## config.mk

```make
export PLATFORM = sky130hd
export DESIGN_NAME = pbp_prot_top
export DESIGN_NICKNAME = d
export VERILOG_FILES = /design/src/pbp_pkg.sv /design/src/pbp_blk_map.sv /design/src/pbp_prot_top.sv
export VERILOG_INCLUDE_DIRS = /design/src
export SDC_FILE = /design/constraint.sdc
export NUM_CORES = 1
export LEC_CHECK = 0
export BUFFER_PORTS_ARGS = -buffer_cell sky130_fd_sc_hd__buf_2
export CELL_PAD_IN_SITES_DETAIL_PLACEMENT = 0
export CELL_PAD_IN_SITES_GLOBAL_PLACEMENT = 1
export CORE_MARGIN = 1
export CORE_UTILIZATION = 38
export CTS_BUF_LIST = sky130_fd_sc_hd__clkbuf_2 sky130_fd_sc_hd__clkbuf_4 sky130_fd_sc_hd__clkbuf_8
export DETAILED_ROUTE_END_ITERATION = 10
export PLACE_DENSITY = 0.82
export SKIP_LAST_GASP = 1
export SYNTH_ARGS = -nofsm -noshare
export SYNTH_HDL_FRONTEND = slang
export SYNTH_SLANG_ARGS = --single-unit
```

## constraint.sdc

```tcl
create_clock -name i_sys_clk -period 2.6 [get_ports i_sys_clk]
set_input_delay 0.26 -clock i_sys_clk [delete_from_list [all_inputs] [get_ports i_sys_clk]]
set_output_delay 0.26 -clock i_sys_clk [all_outputs]
set_load 0.03 [all_outputs]
```

## src/pbp_defines.svh

```systemverilog
`ifndef PBP_DEFINES_SVH
`define PBP_DEFINES_SVH
// ----------------------------------------
// program memory map
// ----------------------------------------
`define PBP_ADDR_W 22
`define PBP_BOOT_END 22'h0007ff
`define PBP_MEM_TOP 22'h200000
`define PBP_SMALL_KB 32
`define PBP_SMALL_LSB 13
`define PBP_LARGE_LSB 14
`define PBP_BLK_BOOT 3'h0
`define PBP_NBLK 5
// ----------------------------------------
// configuration bytes and identification
// ----------------------------------------
`define PBP_CFG_RP_LO 22'h300008
`define PBP_CFG_RP_HI 22'h300009
`define PBP_CFG_WP_LO 22'h30000a
`define PBP_CFG_WP_HI 22'h30000b
`define PBP_CFG_TRP_LO 22'h30000c
`define PBP_CFG_TRP_HI 22'h30000d
`define PBP_DEVID_LO 22'h3ffffe
`define PBP_DEVID_HI 22'h3fffff
`define PBP_BOOT_BIT 6
`define PBP_CFGWP_BIT 5
// ----------------------------------------
// reset values (erased state)
// ----------------------------------------
`define PBP_PROT_RST 5'h1f
`define PBP_CFGWP_RST 1'h1
`define PBP_ZERO_BYTE 8'h00
`endif

```

## src/pbp_pkg.sv

```systemverilog
`default_nettype none
package pbp_pkg;
  // ----------------------------------------
  // shared types
  // ----------------------------------------
  typedef enum logic [2:0] {
    ST_IDLE = 3'b001,
    ST_READ = 3'b010,
    ST_DONE = 3'b100
  } pbp_state_type;

  typedef enum logic [1:0] {
    OP_READ = 2'h0,
    OP_WRITE = 2'h1,
    OP_ERASE_ALL = 2'h2,
    OP_ERASE_BLK = 2'h3
  } pbp_op_type;

  typedef logic [2:0] pbp_blk_type;
endpackage
`default_nettype wire

```

## src/pbp_blk_map.sv

```systemverilog
`include "pbp_defines.svh"
`default_nettype none
module pbp_blk_map #(
  parameter int MEM_KB = 64
) (
  input wire logic [21:0] i_addr,
  output var pbp_pkg::pbp_blk_type o_blk,
  output logic o_impl
);
  import pbp_pkg::*;

  localparam logic [22:0] LIMIT = 23'(MEM_KB * 1024);
  localparam bit SMALL = (MEM_KB <= `PBP_SMALL_KB);

  // ----------------------------------------
  // address to block index, boot block is 0
  // ----------------------------------------
  always_comb begin
    o_impl = ({1'b0, i_addr} < LIMIT);
    if (i_addr <= `PBP_BOOT_END) begin
      o_blk = `PBP_BLK_BOOT;
    end else if (SMALL) begin
      o_blk = 3'({1'b0, i_addr[`PBP_SMALL_LSB+1:`PBP_SMALL_LSB]}) + 3'h1;
    end else begin
      o_blk = 3'({1'b0, i_addr[`PBP_LARGE_LSB+1:`PBP_LARGE_LSB]}) + 3'h1;
    end
  end
endmodule
`default_nettype wire

```

## src/pbp_prot_top.sv

```systemverilog
// Functional notes
// - program memory splits into a 2 Kbyte boot block and four binary blocks.
// - each of five blocks has its own read, write and table-read protect bit.
// - small parts: boot to 0007FFh, block 1 to 1FFFh, block 2 2000h-3FFFh, blocks 3,4 follow.
// - large parts: blocks 1-4 end 3FFFh, 7FFFh, BFFFh, FFFFh; 010000h up reads zero.
// - read-protect bits leave core access alone but block programmer reads and writes.
// - table read from inside a table-read-protected block returns true data.
// - table read from outside a table-read-protected block is refused, returns zero.
// - protection bits can be written only from one to zero; the programmer writes the config write-protect bit either way.
// - only reset, chip erase or block erase returns protection bits to one; a programmer write can also set the config write-protect bit.
// - chip and block erase are accepted only from the external programmer.
// - table reads and writes reach any program location, subject to protection.
// - the identification word is returned by table reads at its address.
// - configuration bytes are table readable and writable with the one-way restriction; the programmer writes the config write-protect bit either way.
// - configuration write-protect bit is writable only by the external programmer.
`include "pbp_defines.svh"
`default_nettype none
module pbp_prot_top #(
  parameter int MEM_KB = 64,
  parameter logic [7:0] DEV_ID_LO = 8'h5a, // arbitrary value
  parameter logic [7:0] DEV_ID_HI = 8'ha5 // arbitrary value
) (
  input wire logic i_sys_clk,
  input wire logic i_rst_n,
  input wire logic i_core_req,
  input wire pbp_pkg::pbp_op_type i_core_op,
  input wire logic [21:0] i_core_addr,
  input wire logic [21:0] i_core_pc,
  input wire logic [7:0] i_core_wdata,
  input wire logic i_prog_req,
  input wire pbp_pkg::pbp_op_type i_prog_op,
  input wire logic [21:0] i_prog_addr,
  input wire logic [7:0] i_prog_wdata,
  input wire logic [7:0] i_mem_rdata,
  output logic o_core_ack,
  output logic o_prog_ack,
  output logic [7:0] o_rdata,
  output logic o_refused,
  output logic o_mem_rd,
  output logic o_mem_wr,
  output logic o_mem_erase_all,
  output logic o_mem_erase_blk,
  output logic [21:0] o_mem_addr,
  output logic [7:0] o_mem_wdata
);
  import pbp_pkg::*;

  // ----------------------------------------
  // state
  // ----------------------------------------
  pbp_state_type state_reg;
  logic [4:0] rp_reg;
  logic [4:0] wp_reg;
  logic [4:0] trp_reg;
  logic cfg_wp_reg;
  logic sel_prog_reg;

  // ----------------------------------------
  // request selection, programmer first
  // ----------------------------------------
  logic take;
  logic sel_prog;
  pbp_op_type act_op;
  logic [21:0] act_addr;
  logic [7:0] act_wdata;
  pbp_blk_type t_blk;
  pbp_blk_type pc_blk;
  logic t_impl;
  logic pc_impl;
  logic is_mem;
  logic is_cfg;
  logic rd_ok;
  logic wr_ok;
  logic cfg_wr_ok;
  logic erase_go;
  logic deny;
  logic [7:0] rd_byte;

  assign take = (state_reg == ST_IDLE) && (i_prog_req || i_core_req);
  assign sel_prog = i_prog_req;
  assign act_op = sel_prog ? i_prog_op : i_core_op;
  assign act_addr = sel_prog ? i_prog_addr : i_core_addr;
  assign act_wdata = sel_prog ? i_prog_wdata : i_core_wdata;

  // target block and block of the issuing instruction
  pbp_blk_map #(.MEM_KB(MEM_KB)) u_map_tgt (
    .i_addr(act_addr),
    .o_blk(t_blk),
    .o_impl(t_impl)
  );

  pbp_blk_map #(.MEM_KB(MEM_KB)) u_map_pc (
    .i_addr(i_core_pc),
    .o_blk(pc_blk),
    .o_impl(pc_impl)
  );

  // ----------------------------------------
  // helper functions
  // ----------------------------------------
  // protection bits only ever drop on a write
  function automatic logic [4:0] one_way(input logic [4:0] old, input logic [4:0] wr);
    one_way = old & wr;
  endfunction

  // configuration byte image, reserved bits read zero
  function automatic logic [7:0] cfg_byte(input logic [21:0] a, input logic [4:0] rp,
                                          input logic [4:0] wp, input logic [4:0] trp,
                                          input logic cw);
    logic [7:0] b;
    b = `PBP_ZERO_BYTE;
    unique case (a)
      `PBP_CFG_RP_LO: b[3:0] = rp[4:1];
      `PBP_CFG_RP_HI: b[`PBP_BOOT_BIT] = rp[0];
      `PBP_CFG_WP_LO: b[3:0] = wp[4:1];
      `PBP_CFG_WP_HI: begin
        b[`PBP_BOOT_BIT] = wp[0];
        b[`PBP_CFGWP_BIT] = cw;
      end
      `PBP_CFG_TRP_LO: b[3:0] = trp[4:1];
      `PBP_CFG_TRP_HI: b[`PBP_BOOT_BIT] = trp[0];
      default: b = `PBP_ZERO_BYTE;
    endcase
    cfg_byte = b;
  endfunction

  // ----------------------------------------
  // access decisions
  // ----------------------------------------
  assign is_mem = (act_addr < `PBP_MEM_TOP);
  assign is_cfg = (act_addr >= `PBP_CFG_RP_LO) && (act_addr <= `PBP_CFG_TRP_HI);

  // core ignores read-protect; table-read bit checked by issuing block
  assign rd_ok = t_impl && (sel_prog ? rp_reg[t_blk] :
                 (trp_reg[t_blk] || (pc_impl && (pc_blk == t_blk))));

  // write-protected blocks keep their contents
  assign wr_ok = t_impl && wp_reg[t_blk] && (!sel_prog || rp_reg[t_blk]);

  // core writes to configuration bytes need the config write-protect open
  assign cfg_wr_ok = sel_prog || cfg_wp_reg;

  // erase is only accepted from the programmer
  assign erase_go = take && sel_prog &&
                    ((act_op == OP_ERASE_ALL) || (act_op == OP_ERASE_BLK));

  // protection refusals, unimplemented space is not a refusal
  always_comb begin
    deny = 1'b0;
    unique case (act_op)
      OP_READ: deny = is_mem && t_impl && !rd_ok;
      OP_WRITE: deny = (is_mem && t_impl && !wr_ok) || (is_cfg && !cfg_wr_ok);
      default: deny = !sel_prog;
    endcase
  end

  // immediate read data for non-memory reads
  always_comb begin
    if (is_cfg) begin
      rd_byte = cfg_byte(act_addr, rp_reg, wp_reg, trp_reg, cfg_wp_reg);
    end else if (act_addr == `PBP_DEVID_LO) begin
      rd_byte = DEV_ID_LO;
    end else if (act_addr == `PBP_DEVID_HI) begin
      rd_byte = DEV_ID_HI;
    end else begin
      rd_byte = `PBP_ZERO_BYTE;
    end
  end

  // ----------------------------------------
  // sequencer and acknowledges
  // ----------------------------------------
  always_ff @(posedge i_sys_clk or negedge i_rst_n) begin
    if (!i_rst_n) begin
      state_reg <= ST_IDLE;
      o_core_ack <= 1'b0;
      o_prog_ack <= 1'b0;
    end else begin
      unique case (state_reg)
        ST_IDLE: begin
          if (take && (act_op == OP_READ) && is_mem && t_impl && rd_ok) begin
            state_reg <= ST_READ;
          end else if (take) begin
            state_reg <= ST_DONE;
            o_core_ack <= !sel_prog;
            o_prog_ack <= sel_prog;
          end
        end
        ST_READ: begin
          state_reg <= ST_DONE;
          o_core_ack <= !sel_prog_reg;
          o_prog_ack <= sel_prog_reg;
        end
        ST_DONE: begin
          state_reg <= ST_IDLE;
          o_core_ack <= 1'b0;
          o_prog_ack <= 1'b0;
        end
      endcase
    end
  end

  // remembers the owner of a memory read in flight
  always_ff @(posedge i_sys_clk or negedge i_rst_n) begin
    if (!i_rst_n) begin
      sel_prog_reg <= 1'b0;
    end else if (take) begin
      sel_prog_reg <= sel_prog;
    end
  end

  // ----------------------------------------
  // answer data and refusal flag
  // ----------------------------------------
  always_ff @(posedge i_sys_clk or negedge i_rst_n) begin
    if (!i_rst_n) begin
      o_rdata <= `PBP_ZERO_BYTE;
      o_refused <= 1'b0;
    end else if (state_reg == ST_READ) begin
      o_rdata <= i_mem_rdata;
      o_refused <= 1'b0;
    end else if (take) begin
      o_rdata <= (act_op == OP_READ) ? rd_byte : `PBP_ZERO_BYTE;
      o_refused <= deny;
    end
  end

  // ----------------------------------------
  // flash port strobes
  // ----------------------------------------
  always_ff @(posedge i_sys_clk or negedge i_rst_n) begin
    if (!i_rst_n) begin
      o_mem_rd <= 1'b0;
      o_mem_wr <= 1'b0;
      o_mem_erase_all <= 1'b0;
      o_mem_erase_blk <= 1'b0;
      o_mem_addr <= 22'h000000;
      o_mem_wdata <= `PBP_ZERO_BYTE;
    end else begin
      o_mem_rd <= take && (act_op == OP_READ) && is_mem && t_impl && rd_ok;
      o_mem_wr <= take && (act_op == OP_WRITE) && is_mem && wr_ok;
      o_mem_erase_all <= erase_go && (act_op == OP_ERASE_ALL);
      o_mem_erase_blk <= erase_go && (act_op == OP_ERASE_BLK) && t_impl;
      if (take) begin
        o_mem_addr <= act_addr;
        o_mem_wdata <= act_wdata;
      end
    end
  end

  // ----------------------------------------
  // protection bits
  // ----------------------------------------
  // bits of missing blocks are held by software, logic treats them alike
  always_ff @(posedge i_sys_clk or negedge i_rst_n) begin
    if (!i_rst_n) begin
      rp_reg <= `PBP_PROT_RST;
      wp_reg <= `PBP_PROT_RST;
      trp_reg <= `PBP_PROT_RST;
      cfg_wp_reg <= `PBP_CFGWP_RST;
    end else if (erase_go && (act_op == OP_ERASE_ALL)) begin
      rp_reg <= `PBP_PROT_RST;
      wp_reg <= `PBP_PROT_RST;
      trp_reg <= `PBP_PROT_RST;
      cfg_wp_reg <= `PBP_CFGWP_RST;
    end else if (erase_go && t_impl) begin
      rp_reg[t_blk] <= 1'b1;
      wp_reg[t_blk] <= 1'b1;
      trp_reg[t_blk] <= 1'b1;
    end else if (take && (act_op == OP_WRITE) && is_cfg && cfg_wr_ok) begin
      unique case (act_addr)
        `PBP_CFG_RP_LO: rp_reg <= one_way(rp_reg, {act_wdata[3:0], 1'b1});
        `PBP_CFG_RP_HI: rp_reg <= one_way(rp_reg, {4'hf, act_wdata[`PBP_BOOT_BIT]});
        `PBP_CFG_WP_LO: wp_reg <= one_way(wp_reg, {act_wdata[3:0], 1'b1});
        `PBP_CFG_WP_HI: begin
          wp_reg <= one_way(wp_reg, {4'hf, act_wdata[`PBP_BOOT_BIT]});
          if (sel_prog) begin
            cfg_wp_reg <= act_wdata[`PBP_CFGWP_BIT];
          end
        end
        `PBP_CFG_TRP_LO: trp_reg <= one_way(trp_reg, {act_wdata[3:0], 1'b1});
        `PBP_CFG_TRP_HI: trp_reg <= one_way(trp_reg, {4'hf, act_wdata[`PBP_BOOT_BIT]});
        default: cfg_wp_reg <= cfg_wp_reg;
      endcase
    end
  end

  // ----------------------------------------
  // checks
  // ----------------------------------------
  a_boot_map: assert property (@(posedge i_sys_clk) disable iff (!i_rst_n)
    (act_addr <= `PBP_BOOT_END) |-> (t_blk == `PBP_BLK_BOOT))
    else $error("boot block address mapped to wrong block");

  a_bits_drop_only: assert property (@(posedge i_sys_clk) disable iff (!i_rst_n)
    !erase_go |=> ((rp_reg & ~$past(rp_reg)) == 5'h00) && ((wp_reg & ~$past(wp_reg)) == 5'h00)
      && ((trp_reg & ~$past(trp_reg)) == 5'h00))
    else $error("protection bit rose without an erase");

  a_erase_restore: assert property (@(posedge i_sys_clk) disable iff (!i_rst_n)
    (erase_go && (act_op == OP_ERASE_ALL)) |=> (rp_reg == `PBP_PROT_RST) && (wp_reg == `PBP_PROT_RST)
      && (trp_reg == `PBP_PROT_RST) ##1 o_prog_ack == 1'b0)
    else $error("chip erase did not restore protection bits");

  a_core_no_erase: assert property (@(posedge i_sys_clk) disable iff (!i_rst_n)
    (take && !sel_prog && (act_op inside {OP_ERASE_ALL, OP_ERASE_BLK}))
      |=> !o_mem_erase_all && !o_mem_erase_blk && o_refused && o_core_ack)
    else $error("erase from running code was accepted");

  a_core_ignores_rp: assert property (@(posedge i_sys_clk) disable iff (!i_rst_n)
    (take && !sel_prog && (act_op == OP_READ) && is_mem && t_impl && trp_reg[t_blk])
      |=> o_mem_rd ##1 o_core_ack && (o_rdata == $past(i_mem_rdata)))
    else $error("core read blocked by read-protect");

  a_prog_rp_block: assert property (@(posedge i_sys_clk) disable iff (!i_rst_n)
    (take && sel_prog && (act_op inside {OP_READ, OP_WRITE}) && is_mem && t_impl
      && !rp_reg[t_blk]) |=> !o_mem_rd && !o_mem_wr && o_refused && o_prog_ack)
    else $error("programmer reached a read-protected block");

  a_trp_inside: assert property (@(posedge i_sys_clk) disable iff (!i_rst_n)
    (take && !sel_prog && (act_op == OP_READ) && is_mem && t_impl && pc_impl
      && (pc_blk == t_blk)) |=> o_mem_rd ##1 o_core_ack && !o_refused)
    else $error("read from inside own block was refused");

  a_trp_outside: assert property (@(posedge i_sys_clk) disable iff (!i_rst_n)
    (take && !sel_prog && (act_op == OP_READ) && is_mem && t_impl && !trp_reg[t_blk]
      && !(pc_impl && (pc_blk == t_blk)))
      |=> o_core_ack && o_refused && (o_rdata == `PBP_ZERO_BYTE) && !o_mem_rd)
    else $error("outside table read was not refused");

  a_wp_suppress: assert property (@(posedge i_sys_clk) disable iff (!i_rst_n)
    (take && (act_op == OP_WRITE) && is_mem && t_impl && !wp_reg[t_blk])
      |=> !o_mem_wr && o_refused)
    else $error("write reached a write-protected block");

  a_cfg_wp_core: assert property (@(posedge i_sys_clk) disable iff (!i_rst_n)
    (take && !sel_prog && !erase_go) |=> (cfg_wp_reg == $past(cfg_wp_reg)))
    else $error("core changed config write-protect");

  a_id_read: assert property (@(posedge i_sys_clk) disable iff (!i_rst_n)
    (take && (act_op == OP_READ) && (act_addr == `PBP_DEVID_LO)) |=> (o_rdata == DEV_ID_LO))
    else $error("identification byte wrong");

  a_unimpl_zero: assert property (@(posedge i_sys_clk) disable iff (!i_rst_n)
    (take && (act_op == OP_READ) && is_mem && !t_impl)
      |=> !o_mem_rd && (o_rdata == `PBP_ZERO_BYTE) && !o_refused)
    else $error("unimplemented space did not read zero");
endmodule
`default_nettype wire

```

==> flow_summary.ini, run 1 <==
[run_status]
status = completed

[setup_path]
cpMaxStageDelayCell = or3_4
r2r_slack_ns = 0.37
crit_path_start_kind = input port
reg2regPathDepth = 9
crit_type = in -> reg
r2r_end = o_core_ack
worstPathRequired_ns = 2.87
cp.arrival_ns = 2.76
path_cells = buf_4, buf_12, or3b_1, o32ai_1, a21boi_2, nand3_2, o21bai_1, a32o_2, or3_4, nor2_1, a21oi_1
endpoint_kind = register
worstReg2RegStart = rp_reg[1]
critPathMaxFanout = 16
crit_path_max_incr_delay_ns = 0.39

[synthesis]
yosys_warnings = 0
ys_ff_latch = 65
synth_fa_ha_area_share_pct = 1.78
synth.yosys.seq_area_share_pct = 39.1
synthCells = 484
synth.avg_cell_area_um2 = 8.70
netlist-cell-type-count = 65
synthMuxAreaShare_pct = 9.80
synth_xor_area_share_pct = 0
synth_area_leaders = dfrtp_1 (29%), dfstp_2 (11%), mux2i_1 (7.1%), o21ai_0 (5.5%), nand2_1 (4.9%)
yosys.area_share.simple_pct = 23.3
synth_most_common_cell = nand2_1
synth_top_family_by_area = simple AND/OR/NAND/NOR gates
ys.flop_type = dfrtp_1
synth_edf_count = 0
async_flop_share_pct = 100
syn_area_mm2 = 0.00421
synth_compound_area_share_pct = 22.2
synthTopCellsByCount = nand2_1 (55), nor2_1 (50), dfrtp_1 (48)
synth_top_area_share_pct = 28.5
synth_nets = 588
synth_top_cell_by_area = dfrtp_1

[clocking]
path_clk_slew_ns = 0.08
cts_tree = built
cts_root_buf = clkbuf_8
cts_num_sinks = 65
clk-insertion-delay-late_ns = 0.36
clock_path_buffers = 2
h-tree-depth = 3
cts-buffers-inserted = 9

[timing]
timing.final.ws_setup_ns = 0.105
slew_headroom_pct = 52.9
max_freq_ghz = 0.401
final.setup.tns_ns = 0
period_share_pct = 95.9
report.final.slew_viol_count = 0
clock_skew_ns = 0.0108
tightest_slew_ns = 0.706
hold_violations = 0
layout_min_cycle_time_ns = 2.49
rsz0062_at_grt = no
finalSetupViolations = 0

[power_and_ir_drop]
switching_share_pct = 41.2
internal_power_uw = 2890
pwr-share-seq_pct = 36.9
cellPowerDensity_mw_per_mm2 = 835
combPwrFrac_pct = 40.6
power_frac_clock_pct = 22.4
ir_worst_vdd_mv = 0.577
power_leakage_uw = 0.00286
p_switching_uw = 2020

[place]
dp_cells = 802
gp_congestion = 0.900
io_buffers = 142
dp_hpwl_um = 10900
pre_cts_slack_ns = -0.244

[drt]
first_pass_iters = 5
vias = 4471
drt_iter0_markers = 281
drtAntennaViolNets = 0
viasPerCell = 5.43
totalWireLength_um = 13600
route.detailed.drc = 0
wl_per_cell_um = 16.6

[global_routing]
grt_pass1_wl_um = 21200
grt_pass1_vias = 4265
grt_overflow = 0
antenna_found_initial = 1
gr-usage-all-layers_pct = 24.1
grt_max_degree = 57

[flow_run]
cap_violations = 0

[die]
die_w_um = 107
io_pins = 143
die_h_um = 107
dieArea_mm2 = 0.0115
rows = 38
design.core.area_mm2 = 0.0108
start_util_pct = 38.9

[layout]
largest_register = o_mem_addr
antenna_cells = 0
fin_cells = 823
largest_reg_flops = 22
fin_nets = 782
fillers = 1032
layout-drive-gt1-share_pct = 40.1
syn2layout_area_growth_pct = 39.5
reg_top3 = o_mem_addr x22, o_mem_wdata x8, o_rdata x8

[min_path]
min-delay-start = i_mem_rdata[7]
worstHoldPathCells = 2
hold_class = in -> reg
worstHoldEndpoint = o_rdata[7]
## per-layer routing
layer  up-vias  routed length [um]  share of wire, %  track usage [%]
met5         -                  13             0.095                0
met4         2                 232               1.7             8.90
met3        20                 656               4.8             4.06
met2       142                6420                47             38.8
met1      2127                6310                46             32.6
li1       2180                   -                 -                -
## per-stage QoR
stage          cell area (um2)  hold WS, ns  util (%)  power, uW
6_report                  5880        0.103      54.2       4910
5_1_grt                   5880       0.0992      54.2       5210
3_3_place_gp              5560        0.338      51.3       3770
4_1_cts                   5820       0.0967      53.7       4920
2_1_floorplan             4310      -0.0356         -       3060
3_5_place_dp              5560        0.358      51.3       3830
## cells in the final DEF (no fill, tap or decap), drive strengths merged, types with 6 or more instances in the layout
| cell | Yosys | routed |
|---|---|---|
| a21oi | 39 | 39 |
| a22o | 6 | 6 |
| and3 | 11 | 11 |
| buf | 11 | 204 |
| clkbuf | 11 | 10 |
| dfrtp | 48 | 48 |
| dfstp | 17 | 17 |
| ha | 6 | 6 |
| inv | 12 | 13 |
| mux2 | 10 | 10 |
| mux2i | 30 | 30 |
| nand2 | 55 | 55 |
| nand3 | 14 | 14 |
| nand4 | 6 | 6 |
| nor2 | 51 | 51 |
| nor2b | 11 | 11 |
| nor3 | 11 | 11 |
| nor4 | 7 | 7 |
| o21ai | 47 | 47 |
## worst max-delay path by stage
| stage | slack (ns) | endpoint | start | cells past startpoint |
|---|---|---|---|---|
| after floorplan | -0.20 | o_core_ack | i_prog_req | 14 |
| after global placement | -0.18 | o_core_ack | i_prog_req | 11 |
| after detailed placement | -0.24 | o_prog_ack | i_prog_req | 11 |
| after CTS | 0.12 | trp_reg[0] | i_prog_req | 11 |
| after global routing | 0.008 | o_core_ack | i_prog_req | 11 |
| final | 0.11 | rp_reg[2] | i_prog_req | 11 |
## power by group through the flow
stage	Combinational (uW)	Sequential [uW]	Clock, uW
after floorplan	799	2260	0
after global placement	1960	1810	0
after detailed placement	2000	1830	0
after CTS	2000	1810	1110
after global routing	2190	1860	1170
final	2000	1810	1100
## worst max-delay path: cells and delay by family
| kind | cells | cell delay [ns] |
|---|---|---|
| AND/OR/NAND/NOR | 4 | 1.14 |
| AO/OA/AOI/OAI | 5 | 1.04 |
| buffers and inverters | 2 | 0.30 |
## final cells by class
cell class / count / area (um2) / share of cell area [%]
Clock buffer: 10 / 131 / 2.23
Clock inverter: 6 / 115 / 1.96
Inverter: 13 / 48.8 / 0.830
Multi-Input combinational cell: 384 / 2520 / 42.9
Sequential cell: 65 / 1650 / 28.0
Tap cell: 140 / 175 / 2.98
Timing Repair Buffer: 205 / 1240 / 21.1
## cells by family (layout without fill, tap and decap cells)
logic type               after synthesis  after routing
AND/OR/NAND/NOR                      193            193
AO/OA/AOI/OAI                        145            145
buffers and inverters                 35            234
adder cells (fa/ha/maj)                6              6
flip-flops                            65             65
multiplexers                          40             40
## timing repair
item,4_1_cts,5_1_grt
setup buffers,0,4
hold buffers,1,0
gates resized for setup,0,6
setup endpoints to repair,0,17
endpoints found under the hold margin,24,0
(Power assumes the default switching activity.)
==> run 2: changes to the inputs <==
- CORE_ASPECT_RATIO: not set -> 1.5
==> run 2 against run 1 <==
  * Power is 2.2% lower
  * Critical path depth rose by 2
  * Clock power down 9%
  * Highest routed layer is now met4
==> flow_summary.ini, run 2 (same netlist as run 1, synthesis figures left out) <==
[place]
gp_congestion = 0.971
dp_cells = 810
io_buffers = 142
pre_cts_slack_ns = -0.298
dp_hpwl_um = 11400

[power_and_ir_drop]
power_leakage_uw = 0.00284
cellPowerDensity_mw_per_mm2 = 819
ir_worst_vdd_mv = 0.427

[clocking]
cts_num_sinks = 65
clk-insertion-delay-late_ns = 0.36
h-tree-depth = 3
cts-buffers-inserted = 9
clock_path_buffers = 2
post-cts-setup-buffers = 0
cts_root_buf = clkbuf_8
cts_tree = built
path_clk_slew_ns = 0.07

[setup_path]
crit_path_start_kind = input port
critPathMaxFanout = 10
crit_path_max_incr_delay_ns = 0.32
worstPathRequired_ns = 2.84
cp.arrival_ns = 2.72
path_cells = buf_6, mux2i_4, ha_1, nor2_1, a31oi_2, buf_4, and2_1, a31oi_1, mux2i_2, nor2_1, a31o_2, o21ai_2, mux2_4
crit_path_frequent_cell = nor2_1
crit_type = in -> reg
endpoint_kind = register
cpMaxStageDelayCell = mux2i_2

[drt]
drtAntennaViolNets = 0
route.detailed.drc = 0
first_pass_iters = 4
drt_iter0_markers = 191
viasPerCell = 5.41
vias = 4473
totalWireLength_um = 14100
wl_per_cell_um = 17.0

[flow_run]
cap_violations = 0

[timing]
period_share_pct = 95.3
layout_min_cycle_time_ns = 2.48
timing.final.ws_setup_ns = 0.121
hold_ws_ns = 0.116
hold_violations = 0
slew_headroom_pct = 49.8
tightest_slew_ns = 0.753
clock_skew_ns = 0.00607
report.final.slew_viol_count = 0
rsz0062_at_grt = no
finalSetupViolations = 0
max_freq_ghz = 0.403

[layout]
layout_commonest_cell = buf_2
fin_cells = 827
fillers = 1061
antenna_cells = 0
fin_util_pct = 54.7
layout_common_cells = buf_2 (141), buf_4 (58), nand2_1 (55)
final-seq-area_mm2 = 0.00165
fin_nets = 782
syn2layout_area_growth_pct = 39.1
layout-drive-gt1-share_pct = 40.1
largest_register = o_mem_addr
reg_top3 = o_mem_addr x22, o_mem_wdata x8, o_rdata x8
largest_reg_flops = 22
multi_input_area_mm2 = 0.00251

[die]
design.core.area_mm2 = 0.0107
die_w_um = 88.0
dieArea_mm2 = 0.0115
die_h_um = 131
rows = 46
io_pins = 143
start_util_pct = 39.4

[global_routing]
grt_overflow = 0
antenna_found_initial = 0
grt_pass1_wl_um = 21700
grt_pass1_vias = 4441
grt_max_degree = 59
gr-usage-all-layers_pct = 25.1

[run_status]
status = completed

[min_path]
hold_class = in -> reg
==> run 2: cell count changes in the layout (fill, tap and decap cells not counted), sizes merged <==
cell / delta
inv: -1
clkinv: +1
clkbuf: +1
bufinv: -1
==> run 2: repair_timing <==
action,in CTS,in global routing
setup endpoints to repair,0,22
hold endpoints to repair,29,0
hold buffers,1,0
resized for setup,0,4
==> run 2: cell type report <==
| cell class | count | share of cell area, % |
|---|---|---|
| Multi-Input combinational cell | 384 | 42.8 |
| Sequential cell | 65 | 28.1 |
| Timing Repair Buffer | 205 | 21.2 |
| Tap cell | 144 | 3.08 |
| Clock buffer | 11 | 2.58 |
| Clock inverter | 5 | 1.32 |
| Inverter | 13 | 0.833 |
==> run 2: metal layers <==
layer / routed length, um / up-vias / part of all wire, % / track usage [%]
met2: 7740 / 118 / 55 / 46.8
met1: 5230 / 2155 / 37 / 26.6
met4: 580 / 0 / 4.1 / 14.2
met3: 504 / 36 / 3.6 / 3.39
li1: - / 2164 / - / -
met5: 0 / - / 0 / 0
==> run 2: critical path, delay by kind of cell <==
kind | cells | cell delay (ns)
buffers and inverters | 2 | 0.28
AOI/OAI and AO/OA | 4 | 0.72
adders and majority gates | 1 | 0.23
muxes | 3 | 0.86
and+or+nand+nor | 3 | 0.36
==> run 2: per-stage QoR <==
stage	TNS (ns)	total power (uW)	area [um2]
detailed placement	-4.72	3820	5600
global route	0	5100	5860
CTS	0	4830	5840
global placement	-3.18	3760	5600
floorplan	-0.413	3060	4310
finish	0	4800	5860
==> run 2: path summary, 6_finish.rpt <==
| path | from | to | slack (ns) | cells past startpoint |
|---|---|---|---|---|
| worst max-delay path | i_prog_req | o_prog_ack | 0.12 | 13 |
| worst min-delay path | i_mem_rdata[7] | o_rdata[7] | 0.12 | 2 |
| worst max register to register | state_reg[2] | rp_reg[3] | 0.29 | 7 |
| worst min register to register | o_mem_addr[10] | o_mem_addr[10] | 0.48 | 2 |
| max in group asynchronous | i_rst_n | wp_reg[4] | 1.37 | 3 |
| min in group asynchronous | i_rst_n | o_mem_addr[10] | 0.50 | 2 |
==> run 2: where the power goes <==
part           internal [uW]  switching [uW]
Clock                    589             416
Sequential              1520             284
Combinational            708            1280
==> run 3: changes to the inputs <==
- ABC_AREA: not set -> 1
- CORE_UTILIZATION: 38 -> 36
- PLACE_DENSITY: 0.82 -> not set
- PLACE_DENSITY_LB_ADDON: not set -> 0.3
==> run 3 against run 2 <==
  * The flow now finishes with violations (hold timing)
  * Sequential power down 16%
  * Maximum frequency up 5.1%
  * Die area up 7.1%
  * Non-clock buffer count up 13
  * Clock power down 7%
  * First-iteration DRC count down 18%
  * Largest power group unchanged
==> flow_summary.ini, run 3 <==
[synthesis]
ys_ff_latch = 65
syn_area_mm2 = 0.00428
synth_most_common_cell = nand2_1
synth.yosys.seq_area_share_pct = 38.5
synth_xor_area_share_pct = 0
synth_area_leaders = dfrtp_1 (28%), nand2_1 (17%), dfstp_2 (10%), nor2_1 (6.0%), inv_1 (5.7%)
synth_top_area_share_pct = 28.1
synth_top_family_by_area = simple AND/OR/NAND/NOR gates
synth_edf_count = 0
async_flop_share_pct = 100
synth_fa_ha_area_share_pct = 1.75
synth_compound_area_share_pct = 11.0
synthTopCellsByCount = nand2_1 (198), nor2_1 (68), inv_1 (65)
yosys_warnings = 0
synth.avg_cell_area_um2 = 6.90
synthMuxAreaShare_pct = 1.17
yosys.area_share.simple_pct = 39.0
netlist-cell-type-count = 42
synth_top_cell_by_area = dfrtp_1
ys.flop_type = dfrtp_1
synth_nets = 724
synthCells = 620

[timing]
final.setup.tns_ns = 0
report.final.slew_viol_count = 0
slew_headroom_pct = 46.7
finalSetupViolations = 0
layout_min_cycle_time_ns = 2.36
period_share_pct = 90.7
max_freq_ghz = 0.424
clock_skew_ns = 0.00869
rsz0062_at_grt = no
hold_violations = 8
tightest_slew_ns = 0.800
hold_ws_ns = -0.00736

[setup_path]
critPathMaxFanout = 7
crit_type = in -> reg
r2r_end = rp_reg[3]
cp.arrival_ns = 2.60
worstPathRequired_ns = 2.84
crit_path_start_kind = input port
worstReg2RegStart = state_reg[0]
r2r_slack_ns = 0.34
endpoint_kind = register
reg2regPathDepth = 10

[die]
start_util_pct = 37.1
design.core.area_mm2 = 0.0115
die_h_um = 136
rows = 48
die_w_um = 91.0
dieArea_mm2 = 0.0123
io_pins = 143

[drt]
route.detailed.drc = 0
vias = 4787
viasPerCell = 4.85
drtAntennaViolNets = 0
drt_iter0_markers = 156
totalWireLength_um = 14400
wl_per_cell_um = 14.6
first_pass_iters = 4

[layout]
antenna_cells = 0
layout-drive-gt1-share_pct = 34.7
reg_top3 = o_mem_addr x22, o_mem_wdata x8, o_rdata x8
largest_reg_flops = 22
largest_register = o_mem_addr
layout_commonest_cell = nand2_1
fin_nets = 935
layout_common_cells = nand2_1 (198), buf_2 (142), buf_4 (74)
syn2layout_area_growth_pct = 37.7
post-route-cell-area_mm2 = 0.00589

[clocking]
cts_num_sinks = 65
cts-buffers-inserted = 9
hold_buffers = 0
post-cts-setup-buffers = 0
clk-insertion-delay-late_ns = 0.35
clock_path_buffers = 2
ctsResizeCount = 0
cts_root_buf = clkbuf_8
h-tree-depth = 3
cts_tree = built
path_clk_slew_ns = 0.08

[global_routing]
grt_max_degree = 39
grt_pass1_vias = 4633
gr-usage-all-layers_pct = 23.4
grt_pass1_wl_um = 22300
grt_overflow = 0
antenna_found_initial = 0

[place]
gp_congestion = 0.897
dp_hpwl_um = 11700
dpl_cell_area_mm2 = 0.00569
io_buffers = 142

[flow_run]
cap_violations = 0

[power_and_ir_drop]
power_leakage_uw = 0.00333
power.total_uw = 4110
cellPowerDensity_mw_per_mm2 = 697
ir_worst_vdd_mv = 0.489

[run_status]
violations = hold timing
status = finished with violations

[min_path]
hold_class = in -> async
-- run 3: cell count changes in the layout (fill, tap and decap cells not counted), sizes merged, moves of 10 or more --
cell   before  now
a21oi      39   19
buf       204  218
inv        12   68
mux2       10    0
mux2i      30    5
nand2      55  213
nand3      14   38
nor2       51   76
nor2b      11    0
nor3       11   26
o21ai      47   35
-- run 3: layout make-up --
| class | count | area (um2) |
|---|---|---|
| tap | 150 | 188 |
| multi-input combinational | 467 | 2280 |
| clock buffer | 13 | 166 |
| clock inverter | 3 | 40.0 |
| inverter | 70 | 267 |
| fill | 1193 | 5640 |
| sequential | 65 | 1650 |
| timing repair buffer | 218 | 1310 |
-- run 3: worst max path at each step --
stage	start	to	cells after the start
floorplan	i_prog_req	o_core_ack	21
global placement	i_prog_req	o_refused	17
detailed placement	i_prog_req	o_rdata[6]	16
CTS	i_prog_req	o_rdata[6]	16
global route	i_prog_req	o_core_ack	19
finish	i_prog_req	o_refused	19
-- run 3: cells by family after synthesis --
kind of cell / after synthesis
AND/OR/NAND/NOR: 374
buffers and inverters: 88
multiplexers: 5
adder cells (fa/ha/maj): 6
flip-flops: 65
AO/OA/AOI/OAI: 82
-- run 3: critical path, stage by stage --
cell      delay, ns
buf_2          0.14
o21ai_0        0.59
nand2_2        0.09
nor2_2         0.14
nand2_1        0.09
nor2_4         0.18
nand2_1        0.07
nor2_1         0.15
o21bai_2       0.11
nand2_4        0.13
inv_4          0.04
buf_4          0.14
buf_4          0.13
nand2_1        0.07
nand2_1        0.05
nand2_1        0.05
nand3_1        0.06
nand2_1        0.06
nand2_1        0.05
-- run 3: routing by layer --
metal / vias up / GRT usage [%] / part of all wire [%]
li1: 2425 / - / -
met1: 2212 / 25.0 / 39
met2: 119 / 45.0 / 54
met3: 31 / 2.75 / 2.9
met4: 0 / 12.0 / 3.7
met5: - / 0 / 0
-- run 3: stage by stage --
stage                     cells  hold slack [ns]  setup WS, ns  util, %
final                       986         -0.00736         0.241     51.1
after global routing        986           0.0363       0.00612     51.1
after CTS                   986          0.00196         0.212     51.1
after detailed placement    970            0.387        -0.144     49.3
after global placement      970            0.381        -0.151     49.3
after floorplan             620          -0.0356      0.000681        -
-- run 3: where the power goes --
group	internal (uW)	switching [uW]
registers	1340	179
logic	548	1120
clock network	515	414
